--- src/inc/tcb_regs.svh ---
// Purpose: Offsets, field positions, reset values and counts of the timer bank
// Assumes: Included by bare name after the package
// Notes:   Expanded-bank offsets are the low four address bits
`ifndef TCB_REGS_SVH
`define TCB_REGS_SVH

// ---------------------------------------------------------------------------
// Offsets
// ---------------------------------------------------------------------------
`define TCB_OFF_COMMON_CTRL  4'h1
`define TCB_OFF_WIDE_HOLD    4'h7
`define TCB_OFF_WIDE_CAP_LO  4'h8
`define TCB_OFF_WIDE_CAP_HI  4'h9
`define TCB_OFF_NAR_CAP_LO   4'ha
`define TCB_OFF_NAR_CAP_HI   4'hb
`define TCB_OFF_WIN_SEL      8'hfd
`define TCB_BANK_NORMAL      4'h0
`define TCB_BANK_TIMER       4'hd

// ---------------------------------------------------------------------------
// Fields of the common control register
// ---------------------------------------------------------------------------
`define TCB_CC_EDGE_HI       5
`define TCB_CC_EDGE_LO       4
`define TCB_CC_SUB_HI        3
`define TCB_CC_SUB_LO        2
`define TCB_CC_RISE          1
`define TCB_CC_FALL          0
`define TCB_SUB_NORMAL       2'h0
`define TCB_SUB_PINGPONG     2'h1
`define TCB_SUB_FORCE_LOW    2'h2
`define TCB_SUB_FORCE_HIGH   2'h3

// ---------------------------------------------------------------------------
// Reset values and counts
// ---------------------------------------------------------------------------
`define TCB_RST_BYTE         8'h00
`define TCB_CNT_RELOAD8      8'hff
`define TCB_CNT_RELOAD16     16'hffff
`define TCB_FILT_NONE        4'h0
`define TCB_FILT_SHORT       4'h4
`define TCB_FILT_LONG        4'h8

`endif

--- src/inc/tcb_pkg.sv ---
// Purpose: Types shared by the timer capture and control bank
// Assumes: Nothing
// Notes:   Constants live in tcb_regs.svh
package tcb_pkg;

  typedef enum logic {
    TCB_WAIT_FIRST,
    TCB_COUNTING
  } tcb_cap_e;

  typedef struct packed {
    logic [7:0] addr;
    logic       short_addr;
    logic       wr;
    logic       rd;
    logic [7:0] wdata;
  } tcb_req_s;

  typedef struct packed {
    logic comparator_input_a;
    logic comparator_input_b;
    logic alternate_edge_input;
  } tcb_pins_s;

  typedef struct packed {
    logic narrow_timer_output;
    logic wide_timer_output;
    logic pingpong;
    logic comparators_on;
  } tcb_outs_s;

endpackage

--- src/hdl/tcb_sync_filter.sv ---
// Purpose: Three-flop pin synchroniser with a programmable glitch filter
// Assumes: Pin is asynchronous to i_clock
// Notes:   A length of zero passes the synchronised level straight through
module tcb_sync_filter #(
  parameter int CW = 4
) (
  input  wire logic          i_clock,
  input  wire logic          i_nrst,
  input  wire logic          i_ce,
  input  wire logic          i_pin,
  input  wire logic [CW-1:0] i_len,
  output logic               o_level
);

  logic          s1_q;
  logic          s2_q;
  logic          s3_q;
  logic          stable_q;
  logic [CW-1:0] run_q;

  if (CW < 4) begin : g_chk
    $error("tcb_sync_filter: CW must be at least 4");
  end

  // ---------------------------------------------------------------------------
  // Synchroniser
  // ---------------------------------------------------------------------------
  always_ff @(posedge i_clock) begin
    if (!i_nrst) begin
      s1_q     <= 1'b0;
      s2_q     <= 1'b0;
      s3_q     <= 1'b0;
      stable_q <= 1'b0;
    end else if (i_ce) begin
      s1_q <= i_pin;
      s2_q <= s1_q;
      s3_q <= s2_q;
      // A change counts only once the two later stages agree
      if (s2_q == s3_q) begin
        stable_q <= s3_q;
      end
    end
  end

  // ---------------------------------------------------------------------------
  // Glitch filter
  // ---------------------------------------------------------------------------
  always_ff @(posedge i_clock) begin
    if (!i_nrst) begin
      run_q   <= '0;
      o_level <= 1'b0;
    end else if (i_ce) begin
      if (stable_q == o_level || i_len == '0) begin
        run_q   <= '0;
        o_level <= stable_q;
      end else if (run_q + 1'b1 >= i_len) begin
        run_q   <= '0;
        o_level <= stable_q;
      end else begin
        run_q <= run_q + 1'b1;
      end
    end
  end

endmodule

--- src/hdl/tcb_top.sv ---
// Purpose: Register window, edge inputs and capture/hold/control registers
// Assumes: Register file port of the CPU; i_clock is the system clock
// Notes:   Both capture widths share one edge-driven state machine
// Operation
// - Selector high nibble picks the 16-byte working group among 256 bytes.
// - Selector low nibble picks expanded bank; only banks 0 and D exist, others read zero.
// - Low nibble zero gives normal file; 1..F swaps low sixteen registers.
// - Comparators are used only while the analog-enable bit is set.
// - Each comparator pin gives rising, falling or both-edge interrupts.
// - Timer edge detector takes comparator pin A or alternate pin.
// - Narrow high capture gets the count of the high interval.
// - Narrow low capture gets the count of the low interval.
// - Wide high capture holds the captured most significant byte.
// - Wide low capture holds the captured least significant byte.
// - Captures read back data; writes to them change nothing.
// - Wide hold register is a read/write byte.
// - Transmit bits 3:2: normal, ping-pong, forced low, forced high.
// - Demodulation bits 3:2: no filter, 4-cycle, 8-cycle, reserved.
// - Transmit bit 1 sets narrow output initial level, zero at reset.
// - Mode select zero is transmit, otherwise demodulation.
`include "tcb_regs.svh"
module tcb_top #(
  parameter int FILT_CW = 4
) (
  input  wire logic               i_clock,
  input  wire logic               i_nrst,
  input  wire logic               i_ce,
  input  wire tcb_pkg::tcb_req_s  i_req,
  output logic [7:0]              o_rdata,
  input  wire tcb_pkg::tcb_pins_s i_pins,
  input  wire logic               i_comparator_a_result,
  input  wire logic               i_comparator_b_result,
  input  wire logic               i_analog_enable,
  input  wire logic [1:0]         i_irq_edge_sel,
  input  wire logic               i_edge_src_alternate,
  input  wire logic [1:0]         i_mode_select,
  output logic [1:0]              o_comparator_irq,
  output tcb_pkg::tcb_outs_s      o_outs
);

  // ---------------------------------------------------------------------------
  // Declarations
  // ---------------------------------------------------------------------------
  logic [7:0]        mem_q [256];
  logic [7:0]        win_sel_q;
  logic [5:2]        ctrl_q;
  logic [1:0]        init_q;
  logic              rise_flag_q;
  logic              fall_flag_q;
  logic [7:0]        hold_q;
  logic [7:0]        nar_hi_q;
  logic [7:0]        nar_lo_q;
  logic [7:0]        wide_hi_q;
  logic [7:0]        wide_lo_q;
  logic [7:0]        ncnt_q;
  logic [15:0]       wcnt_q;
  tcb_pkg::tcb_cap_e cap_state_q;
  logic [2:0]        lvl_prev_q;
  logic [7:0]        eff_addr;
  logic              expanded;
  logic              in_timer_bank;
  logic              demod;
  logic [3:0]        filt_len;
  logic [2:0]        raw_in;
  logic [2:0]        lvl;
  logic [2:0]        rise;
  logic [2:0]        fall;
  logic              t_rise;
  logic              t_fall;
  logic              t_hit;
  logic              ncap;
  logic              wr_timer;
  logic [7:0]        rd_val;

  if (FILT_CW < 4) begin : g_chk
    $error("tcb_top: FILT_CW too narrow for the 8-cycle filter");
  end

  // ---------------------------------------------------------------------------
  // Register window decode
  // ---------------------------------------------------------------------------
  always_comb begin
    // Short addresses take their group from the selector
    eff_addr = i_req.short_addr ? {win_sel_q[7:4], i_req.addr[3:0]}
                                : i_req.addr;
    expanded = (eff_addr[7:4] == 4'h0)
            && (win_sel_q[3:0] != `TCB_BANK_NORMAL);
    in_timer_bank = expanded
                 && (win_sel_q[3:0] == `TCB_BANK_TIMER);
    wr_timer = i_req.wr && in_timer_bank;
  end

  // Mode decode: any nonzero select is demodulation
  assign demod = (i_mode_select != 2'h0);

  assign filt_len = !demod ? `TCB_FILT_NONE
                  : ctrl_q[`TCB_CC_SUB_HI:`TCB_CC_SUB_LO] == 2'h1 ? `TCB_FILT_SHORT
                  : ctrl_q[`TCB_CC_SUB_HI:`TCB_CC_SUB_LO] == 2'h2 ? `TCB_FILT_LONG
                  : `TCB_FILT_NONE;

  // ---------------------------------------------------------------------------
  // Input pins
  // ---------------------------------------------------------------------------
  // Comparator results replace the digital pin only while enabled
  assign raw_in[0] = i_analog_enable ? i_comparator_a_result
                                     : i_pins.comparator_input_a;
  assign raw_in[1] = i_analog_enable ? i_comparator_b_result
                                     : i_pins.comparator_input_b;
  assign raw_in[2] = i_pins.alternate_edge_input;

  for (genvar g = 0; g < 3; g++) begin : g_pin
    tcb_sync_filter #(
      .CW(FILT_CW)
    ) tcb_sync_filter_inst (
      .i_clock (i_clock),
      .i_nrst  (i_nrst),
      .i_ce    (i_ce),
      .i_pin   (raw_in[g]),
      .i_len   (FILT_CW'(filt_len)),
      .o_level (lvl[g])
    );
  end

  always_ff @(posedge i_clock) begin
    if (!i_nrst) begin
      lvl_prev_q <= 3'h0;
    end else if (i_ce) begin
      lvl_prev_q <= lvl;
    end
  end

  assign rise   = lvl & ~lvl_prev_q;
  assign fall   = ~lvl & lvl_prev_q;
  assign t_rise = i_edge_src_alternate ? rise[2] : rise[0];
  assign t_fall = i_edge_src_alternate ? fall[2] : fall[0];

  function automatic logic edge_hit(input logic [1:0] sel, input logic r, input logic f);
    case (sel)
      2'h0:    edge_hit = f;
      2'h1:    edge_hit = r;
      default: edge_hit = r | f;
    endcase
  endfunction

  assign t_hit = demod && edge_hit(ctrl_q[`TCB_CC_EDGE_HI:`TCB_CC_EDGE_LO], t_rise, t_fall);

  // ---------------------------------------------------------------------------
  // Comparator edge interrupts
  // ---------------------------------------------------------------------------
  always_ff @(posedge i_clock) begin
    if (!i_nrst) begin
      o_comparator_irq <= 2'h0;
    end else if (i_ce) begin
      o_comparator_irq[0] <= edge_hit(i_irq_edge_sel, rise[0], fall[0]);
      o_comparator_irq[1] <= edge_hit(i_irq_edge_sel, rise[1], fall[1]);
    end
  end

  // ---------------------------------------------------------------------------
  // Selector, normal file and hold register
  // ---------------------------------------------------------------------------
  always_ff @(posedge i_clock) begin
    if (!i_nrst) begin
      win_sel_q <= `TCB_RST_BYTE;
    end else if (i_ce && i_req.wr && eff_addr == `TCB_OFF_WIN_SEL) begin
      win_sel_q <= i_req.wdata;
    end
  end

  // File contents are data, so they carry no reset
  always_ff @(posedge i_clock) begin
    if (i_ce && i_req.wr && !expanded && eff_addr != `TCB_OFF_WIN_SEL) begin
      mem_q[eff_addr] <= i_req.wdata;
    end
  end

  always_ff @(posedge i_clock) begin
    if (!i_nrst) begin
      hold_q <= `TCB_RST_BYTE;
    end else if (i_ce && wr_timer && eff_addr[3:0] == `TCB_OFF_WIDE_HOLD) begin
      hold_q <= i_req.wdata;
    end
  end

  // ---------------------------------------------------------------------------
  // Common control
  // ---------------------------------------------------------------------------
  always_ff @(posedge i_clock) begin
    if (!i_nrst) begin
      ctrl_q <= 4'h0;
      init_q <= 2'h0;
    end else if (i_ce && wr_timer && eff_addr[3:0] == `TCB_OFF_COMMON_CTRL) begin
      ctrl_q <= i_req.wdata[5:2];
      // Low bits are initial levels only in transmit operation
      if (!demod) begin
        init_q <= i_req.wdata[1:0];
      end
    end
  end

  // Edge flags: a new edge beats a same-cycle clear
  always_ff @(posedge i_clock) begin
    if (!i_nrst) begin
      rise_flag_q <= 1'b0;
      fall_flag_q <= 1'b0;
    end else if (i_ce) begin
      if (demod && t_rise) begin
        rise_flag_q <= 1'b1;
      end else if (demod && wr_timer && eff_addr[3:0] == `TCB_OFF_COMMON_CTRL
                   && i_req.wdata[`TCB_CC_RISE]) begin
        rise_flag_q <= 1'b0;
      end
      if (demod && t_fall) begin
        fall_flag_q <= 1'b1;
      end else if (demod && wr_timer && eff_addr[3:0] == `TCB_OFF_COMMON_CTRL
                   && i_req.wdata[`TCB_CC_FALL]) begin
        fall_flag_q <= 1'b0;
      end
    end
  end

  // ---------------------------------------------------------------------------
  // Narrow capture
  // ---------------------------------------------------------------------------
  assign ncap = t_hit && cap_state_q == tcb_pkg::TCB_COUNTING;

  always_ff @(posedge i_clock) begin
    if (!i_nrst) begin
      cap_state_q <= tcb_pkg::TCB_WAIT_FIRST;
      ncnt_q      <= `TCB_CNT_RELOAD8;
      wcnt_q      <= `TCB_CNT_RELOAD16;
    end else if (i_ce) begin
      case (cap_state_q)
        tcb_pkg::TCB_WAIT_FIRST: begin
          ncnt_q <= `TCB_CNT_RELOAD8;
          wcnt_q <= `TCB_CNT_RELOAD16;
          if (t_hit) begin
            cap_state_q <= tcb_pkg::TCB_COUNTING;
          end
        end
        tcb_pkg::TCB_COUNTING: begin
          ncnt_q <= ncap ? `TCB_CNT_RELOAD8 : ncnt_q - 8'h01;
          wcnt_q <= ncap ? `TCB_CNT_RELOAD16 : wcnt_q - 16'h0001;
          if (!demod) begin
            cap_state_q <= tcb_pkg::TCB_WAIT_FIRST;
          end
        end
        default: cap_state_q <= tcb_pkg::TCB_WAIT_FIRST;
      endcase
    end
  end

  // Captures ignore software writes entirely
  always_ff @(posedge i_clock) begin
    if (!i_nrst) begin
      nar_hi_q <= `TCB_RST_BYTE;
      nar_lo_q <= `TCB_RST_BYTE;
    end else if (i_ce && ncap) begin
      if (t_fall) begin
        nar_hi_q <= ~ncnt_q;
      end else begin
        nar_lo_q <= ~ncnt_q;
      end
    end
  end

  // ---------------------------------------------------------------------------
  // Wide capture
  // ---------------------------------------------------------------------------
  always_ff @(posedge i_clock) begin
    if (!i_nrst) begin
      wide_hi_q <= `TCB_RST_BYTE;
      wide_lo_q <= `TCB_RST_BYTE;
    end else if (i_ce && ncap) begin
      wide_hi_q <= ~wcnt_q[15:8];
      wide_lo_q <= ~wcnt_q[7:0];
    end
  end

  // ---------------------------------------------------------------------------
  // Read path
  // ---------------------------------------------------------------------------
  always_comb begin
    rd_val = `TCB_RST_BYTE;
    if (in_timer_bank) begin
      case (eff_addr[3:0])
        `TCB_OFF_COMMON_CTRL: rd_val = {2'h0, ctrl_q, demod ? {rise_flag_q, fall_flag_q} : init_q};
        `TCB_OFF_WIDE_HOLD:   rd_val = hold_q;
        `TCB_OFF_WIDE_CAP_LO: rd_val = wide_lo_q;
        `TCB_OFF_WIDE_CAP_HI: rd_val = wide_hi_q;
        `TCB_OFF_NAR_CAP_LO:  rd_val = nar_lo_q;
        `TCB_OFF_NAR_CAP_HI:  rd_val = nar_hi_q;
        default:              rd_val = `TCB_RST_BYTE;
      endcase
    end else if (!expanded) begin
      rd_val = (eff_addr == `TCB_OFF_WIN_SEL) ? win_sel_q : mem_q[eff_addr];
    end
  end

  always_ff @(posedge i_clock) begin
    if (!i_nrst) begin
      o_rdata <= `TCB_RST_BYTE;
    end else if (i_ce && i_req.rd) begin
      o_rdata <= rd_val;
    end
  end

  // ---------------------------------------------------------------------------
  // Timer outputs
  // ---------------------------------------------------------------------------
  always_ff @(posedge i_clock) begin
    if (!i_nrst) begin
      o_outs <= '0;
    end else if (i_ce) begin
      o_outs.narrow_timer_output <= !demod && init_q[1];
      o_outs.pingpong <= !demod && ctrl_q[3:2] == `TCB_SUB_PINGPONG;
      case (ctrl_q[3:2])
        `TCB_SUB_FORCE_LOW:  o_outs.wide_timer_output <= 1'b0;
        `TCB_SUB_FORCE_HIGH: o_outs.wide_timer_output <= !demod;
        default:             o_outs.wide_timer_output <= !demod && init_q[0];
      endcase
      o_outs.comparators_on <= i_analog_enable;
    end
  end
endmodule

--- config.mk ---
export PLATFORM = sky130hd
export DESIGN_NAME = tcb_top
export DESIGN_NICKNAME = d
export VERILOG_FILES = /design/src/inc/tcb_pkg.sv /design/src/hdl/tcb_sync_filter.sv /design/src/hdl/tcb_top.sv
export VERILOG_INCLUDE_DIRS = /design/src /design/src/inc
export SDC_FILE = /design/constraint.sdc
export NUM_CORES = 2
export LEC_CHECK = 0
export ABC_AREA = 1
export BUFFER_PORTS_ARGS = -buffer_cell sky130_fd_sc_hd__buf_2
export CAP_MARGIN = 0
export CORE_ASPECT_RATIO = 0.5
export CORE_UTILIZATION = 40
export DETAILED_ROUTE_END_ITERATION = 10
export PLACE_DENSITY = 0.6
export SYNTH_ARGS = -nofsm -noshare
export SYNTH_HDL_FRONTEND = slang
export SYNTH_HIERARCHICAL = 1
export SYNTH_SLANG_ARGS = --single-unit
--- constraint.sdc ---
create_clock -name i_clock -period 2.61 [get_ports i_clock]
set_clock_uncertainty 0.2 [all_clocks]
set_input_delay 0.261 -clock i_clock [delete_from_list [all_inputs] [get_ports i_clock]]
set_output_delay 0.261 -clock i_clock [all_outputs]
set_load 0.02 [all_outputs]
# Yosys cells after proc, flatten, opt, wreduce, memory -nomap -nowiden
# Memories as Yosys holds them, arrays and structs flattened.
# Cells that the tools add are included.
totals:
  regBits: 125
  latchBits: 0
  ramBits: 2048
  mem_bits_ro: 0
  inputBits: 33
  output_inout_bits: 14
  word_cells: 172
  memories: 1
classes:
  addsub: 5
  mul: 0
  div_mod_pow: 0
  magnitude_cmp: 3
  eq_ne: 20
  shifts: 0
  muxes: 42
  n_bitwise: 13
  n_reduce_logical: 50
memory_table:
  columns: ["name", "words", "width", "rd", "rd_clocked_by_memory_dff", "write_ports", "line", "source"]
  rows:
  - ["mem_q", 256, 8, 1, 0, 1, "tcb_top.sv:44", "logic [7:0] mem_q [256];"]
ops:
  columns: ["operator", "n"]
  rows:
  - ["case mux 8 bit (6 select lines)", 1]
  - ["2-to-1 mux 8 bit", 5]
  - ["2-to-1 mux 4 bit", 9]
  - ["case mux 16 bit (2 select lines)", 1]
  - ["NOT 8 bit", 3]
  - ["logical AND 1 bit", 23]
  - ["AND reduction 2 bit", 11]
  - ["equality test 4 bit (second input constant)", 5]
  - ["2-to-1 mux 1 bit", 18]
  - ["2-to-1 mux 16 bit", 1]
  - ["case mux 8 bit (2 select lines)", 1]
  - ["subtractor 16 x 1 -> 16 bit (second input constant)", 1]
  - ["adder 4 x 1 -> 4 bit (second input constant)", 3]
  - [">= comparator 4 bit", 3]
  - ["nonzero test 2 bit", 6]
  - ["case mux 1 bit (2 select lines)", 5]
  - ["equality test 8 bit (second input constant)", 1]
  - ["zero test 4 bit", 2]
  - ["inequality test 8 bit (second input constant)", 1]
  - ["subtractor 8 x 1 -> 8 bit (second input constant)", 1]
  - ["bitwise AND 3 bit", 2]
  - ["equality test 1 bit", 6]
  - ["equality test 2 x 1 -> 1 bit (second input constant)", 3]
  - ["NOT 3 bit", 2]
  - ["other kinds (10)", 19]

# Logic depth before layout (Yosys ltp)
logic_depth:
  depth_word: 10
  mapped_depth: 18
  ltp_nobuf: 15

# Cells and area by module
# Netlist, hierarchy kept.
by_module_without_submodules:
  columns: ["module", "n_inst", "cells_per_inst", "area_per_inst_um2", "seq_area_each_um2"]
  rows:
  - ["tcb_top", 1, 7859, 86978.4, 63460.9]
  - ["tcb_sync_filter", 3, 67, 496.7, 180.2]

# Worst setup path before layout
# No wires, ideal clock.
synth_path:
  kind: "in2reg"
  start: "input port i_req[10] (netlist name)"
  end: "memory mem_q[189][0], enable pin"
  setup_ns: 0.370
  arrival_ns: 2.080
  required_ns: 2.040
  path_slack_ns: -0.041
  path_stages: 11
  n_path_buf: 3
  path_cell_list: "buf_4 o21a_4 nand2_2 nor2_1 nand2_4 inv_2 nor3_4 buf_8 nand2_2 buf_4 nor2_1"
synth_between:
  elab_chain_cells: 8
  word_cells_on_any_way: 9
  cone_classes: "eq/ne (1); mux (3); reduce/logical (5)"
synth_lines:
  columns: ["item", "line", "source"]
  rows:
  - ["start: declaration", "tcb_top.sv:28", "input wire tcb_pkg::tcb_req_s i_req,"]
  - ["2-to-1 mux 8 bit (*)", "tcb_top.sv:84", "eff_addr = i_req.short_addr ? {win_sel_q[7:4], i_req.addr[3:0]}"]
  - ["zero test 4 bit", "tcb_top.sv:86", "expanded = (eff_addr[7:4] == 4'h0)"]
  - ["logical AND 1 bit", "tcb_top.sv:86", null]
  - ["zero test 1 bit", null, null]
  - ["logical AND 1 bit", "tcb_top.sv:172", "if (i_ce && i_req.wr && !expanded && eff_addr != `TCB_OFF_WIN_SEL) begin"]
  - ["logical AND 1 bit (no line)", null, null]
  - ["2-to-1 mux 1 bit", "tcb_top.sv:172", null]
  - ["2-to-1 mux 1 bit (implied by the code)", "tcb_top.sv:173", "mem_q[eff_addr] <= i_req.wdata;"]
  - ["end: declaration", "tcb_top.sv:44", null]
# Every way passes the cells marked *; elsewhere a longest branch is shown, timed or not.

# Final worst setup path
layout_path:
  start: "register win_sel_q[6]"
  end: "memory mem_q[182][2], enable pin"
layout_between:
  elab_chain_cells: 8
  word_cells_on_any_way: 9
  cone_classes: "eq/ne (1); mux (3); reduce/logical (5)"
layout_lines:
  columns: ["item", "line", "source"]
  rows:
  - ["start: declaration", "tcb_top.sv:45", "logic [7:0] win_sel_q;"]
  - ["start signal: assignment", "tcb_top.sv:164", "win_sel_q <= `TCB_RST_BYTE;"]
  - ["start signal: assignment", "tcb_top.sv:166", "win_sel_q <= i_req.wdata;"]
  - ["2-to-1 mux 8 bit (*)", "tcb_top.sv:84", null]
  - ["zero test 4 bit", "tcb_top.sv:86", null]
  - ["logical AND 1 bit", "tcb_top.sv:86", null]
  - ["zero test 1 bit", null, null]
  - ["logical AND 1 bit", "tcb_top.sv:172", null]
  - ["logical AND 1 bit (no line)", null, null]
  - ["2-to-1 mux 1 bit", "tcb_top.sv:172", null]
  - ["2-to-1 mux 1 bit (implied by the code)", "tcb_top.sv:173", null]
# Marked as above.

==> impl_metrics.py <==
metrics = {
    "flow_run": {
        "drv_cap": 0,
    },
    "drt": {
        "drtIter0Drc": 7039,
        "wl_um": 264000,
        "via_per_inst": 5.18,
        "wire_per_inst_um": 22.0,
        "vias": 62300,
        "firstDrtPassIters": 7,
        "detail-route-antenna-nets": 0,
        "drc": 0,
    },
    "global_routing": {
        "grt_pass1_wl_um": 385000,
        "antenna_found_initial": 5,
        "grt_pass1_vias": 59300,
        "grt_max_degree": 82,
        "grt.total_usage": 0.231,
        "grt_remaining_overflow": 0,
    },
    "cells_and_area": {
        "fin_cells": 12000,
        "final_common_cell": "nand2_1",
        "drive_gt1_frac": 0.171,
        "layout_common_cells": "3866 x nand2_1, 2048 x edfxtp_1, 673 x buf_4, 347 x nor2_1, 216 x clkbuf_16",
        "finalInstanceArea_mm2": 0.108,
        "synthToLayoutAreaGrowth_pct": 22.4,
        "num_antenna_cells": 0,
        "final_nets": 8981,
    },
    "sta": {
        "slew_violations": 0,
        "tightest_slew_ns": 0.826,
        "rsz0062_at_grt": "yes",
        "final-hold-violation-count": 0,
        "fin_crit_sh": 1.01,
        "layout_setup_ws_ns": -0.0237,
        "fmax_mhz": 380,
        "slew_headroom": 0.450,
        "setup_viol": 34,
        "finalCriticalPeriod_ns": 2.63,
    },
    "place": {
        "placed_area_mm2": 0.100,
        "dp_hpwl_um": 172000,
        "dpl.cell_count": 11600,
        "io_buffer_count": 46,
        "gp_congestion": 0.927,
    },
    "yosys": {
        "ys_async_sr_fraction": 0,
        "ys_ff_latch": 2173,
        "synthCells": 8060,
        "synth-edff-count": 2048,
        "synth_area_mm2": 0.0885,
        "yosysWarningCount": 6,
        "synthDistinctLibCells": 51,
        "ys.flop_type": "edfxtp_1",
        "ys_seq_area_frac": 0.723,
        "syn_avg_cell_area_um2": 11.0,
    },
    "floorplan": {
        "die_y_um": 335,
        "dieArea_mm2": 0.223,
        "core_area_mm2": 0.219,
        "ios": 47,
        "die_w_um": 667,
        "start_util": 0.404,
        "rows": 121,
    },
    "power_and_ir_drop": {
        "power_frac_comb": 0.073,
        "pwr-share-clk": 0.394,
        "swShare": 0.230,
        "p_int_mw": 55.2,
        "total_leakage_power_nw": 41.5,
        "p_seq_frac": 0.533,
        "ir_drop_mv": 0.642,
        "p_sw_mw": 16.5,
        "power_density_mw_per_mm2": 662,
    },
    "clocking": {
        "cts_buffers": 207,
        "root_buffer": "clkbuf_16",
        "clk_latency_ns": 0.85,
        "path_clk_slew_ns": 0.07,
        "cts_tree": "done",
        "cts_sinks": 2173,
        "clockBufferDepth": 4,
        "cts_max_level": 4,
    },
    "outcome": {
        "status": "finished with violations",
        "violations": "negative setup slack",
    },
    "critical_path": {
        "startpoint": "win_sel_q[6]",
        "path_class": "reg2reg",
        "slowest_stage": "dfxtp_1",
        "cp_max_fo": 7,
        "critPathMaxStageDelay_ns": 0.33,
        "crit_path_cell_trace": "inv_1 > nand2_1 > o21a_4 > buf_4 > nor2_4 > and3_4 > nor3_4 > buf_12 > buf_16 > nand3_4 > clkbuf_16 > nor2_4 > buf_6",
        "reg2reg_from": "win_sel_q[6]",
        "cp.required_ns": 2.97,
        "cp.arrival_ns": 3.00,
        "end_kind": "flip-flop",
        "critical_path.startpoint_type": "flip-flop",
        "cp_common_cell": "nor2_4",
    },
    "hold_path": {
        "hold_path_class": "in2reg",
        "min_from": "i_req[9]",
    },
}
flip-flops by register name, summed over array words and instances (netlist names), 3 cells and up:
register and count:
mem_q 2048, wcnt_q 16, g_pin.tcb_sync_filter_inst/run_q 12, hold_q 8, nar_hi_q 8, nar_lo_q 8
ncnt_q 8, o_rdata 8, wide_hi_q 8, wide_lo_q 8, win_sel_q 8, ctrl_q 4
o_outs 4, g_pin.tcb_sync_filter_inst/o_level 3, g_pin.tcb_sync_filter_inst/s1_q 3, g_pin.tcb_sync_filter_inst/s2_q 3, g_pin.tcb_sync_filter_inst/s3_q 3, g_pin.tcb_sync_filter_inst/stable_q 3
lvl_prev_q 3
metrics by stage:
step                       util  TNS, ns  hold slack (ns)  setup slack (ns)  power, mW
after detailed placement  0.457  -436.99            0.230            -0.683       43.9
after CTS                 0.489    -1.27            0.159           -0.0335       71.8
final                     0.495   -0.402            0.198           -0.0237       71.7
after floorplan               -   -18.33            0.160           -0.0405       41.1
after global routing      0.495    -3.58            0.238           -0.0532       73.7
after global placement    0.457  -445.04            0.232            -0.690       43.9
worst max-delay path: cells and delay by family (launching register included):
kind,cells,cell delay [ns]
buf+inv,6,0.90
simple gates,6,0.75
flops,1,0.33
compound gates,1,0.15
what timing repair did:
item	in CTS	in global routing
pin swaps	2	10
hold buffers	35	0
setup endpoints to repair	215	1835
buffers inserted	4	8
endpoints found under the hold margin	1823	0
resized for setup	117	282
cloned	3	6
cell usage after synthesis (15+ instances only):
master,instances,area share
o21ai_0,179,0.010
nor2_1,547,0.023
buf_2,192,0.011
dfxtp_1,125,0.028
clkbuf_1,138,0.0059
edfxtp_1,2048,0.70
a21oi_1,182,0.010
nand2_1,3874,0.16
o21ai_1,58,0.0033
buf_4,15,0.0013
buf_1,54,0.0023
nand4_1,184,0.013
ha_1,21,0.0030
inv_1,118,0.0050
a22oi_1,22,0.0019
nand3_1,150,0.0085
routing by layer:
metal  up-vias  part of all wire  track usage
met5         -                 0            0
met4         0             0.027       0.0611
met3       382             0.090       0.0378
met1     30300              0.43        0.333
li1      28900                 -            -
met2      2656              0.45        0.365
area by class of cell:
type / instances / area (um^2)
Multi-Input combinational cell: 5365 / 23200
Tap cell: 2952 / 3690
Inverter: 134 / 536
Clock inverter: 100 / 682
Sequential cell: 2173 / 64000
Timing Repair Buffer: 1046 / 10700
Fill cell: 19300 / 111000
Clock buffer: 260 / 5450
power by group through the flow:
stage / combinational, mW / clock, mW / sequential (mW)
2_1_floorplan: 2.14 / 0 / 39.0
3_3_place_gp: 4.94 / 0 / 39.0
3_5_place_dp: 4.96 / 0 / 39.0
4_1_cts: 5.07 / 28.6 / 38.2
5_1_grt: 5.58 / 29.9 / 38.2
6_report: 5.20 / 28.3 / 38.2
logic make-up after synthesis:
group           count (synthesis)  synth area share
flops                        2173             0.723
simple gates                 4809             0.214
xor+xnor                       14           0.00139
fa+ha+maj                      21           0.00297
buf+inv                       541            0.0271
compound gates                493            0.0302
mux                             8          0.000933
other cells                     1         0.0000424
final timing paths:
kind	to	slack (ns)	cells past startpoint
worst min register to register	wide_hi_q[2]	0.24	1
worst min-delay path	fall_flag_q	0.20	5
worst max register to register	mem_q[182][2]	-0.02	13
worst max-delay path	mem_q[182][2]	-0.02	13
(Power assumes the default switching activity.)
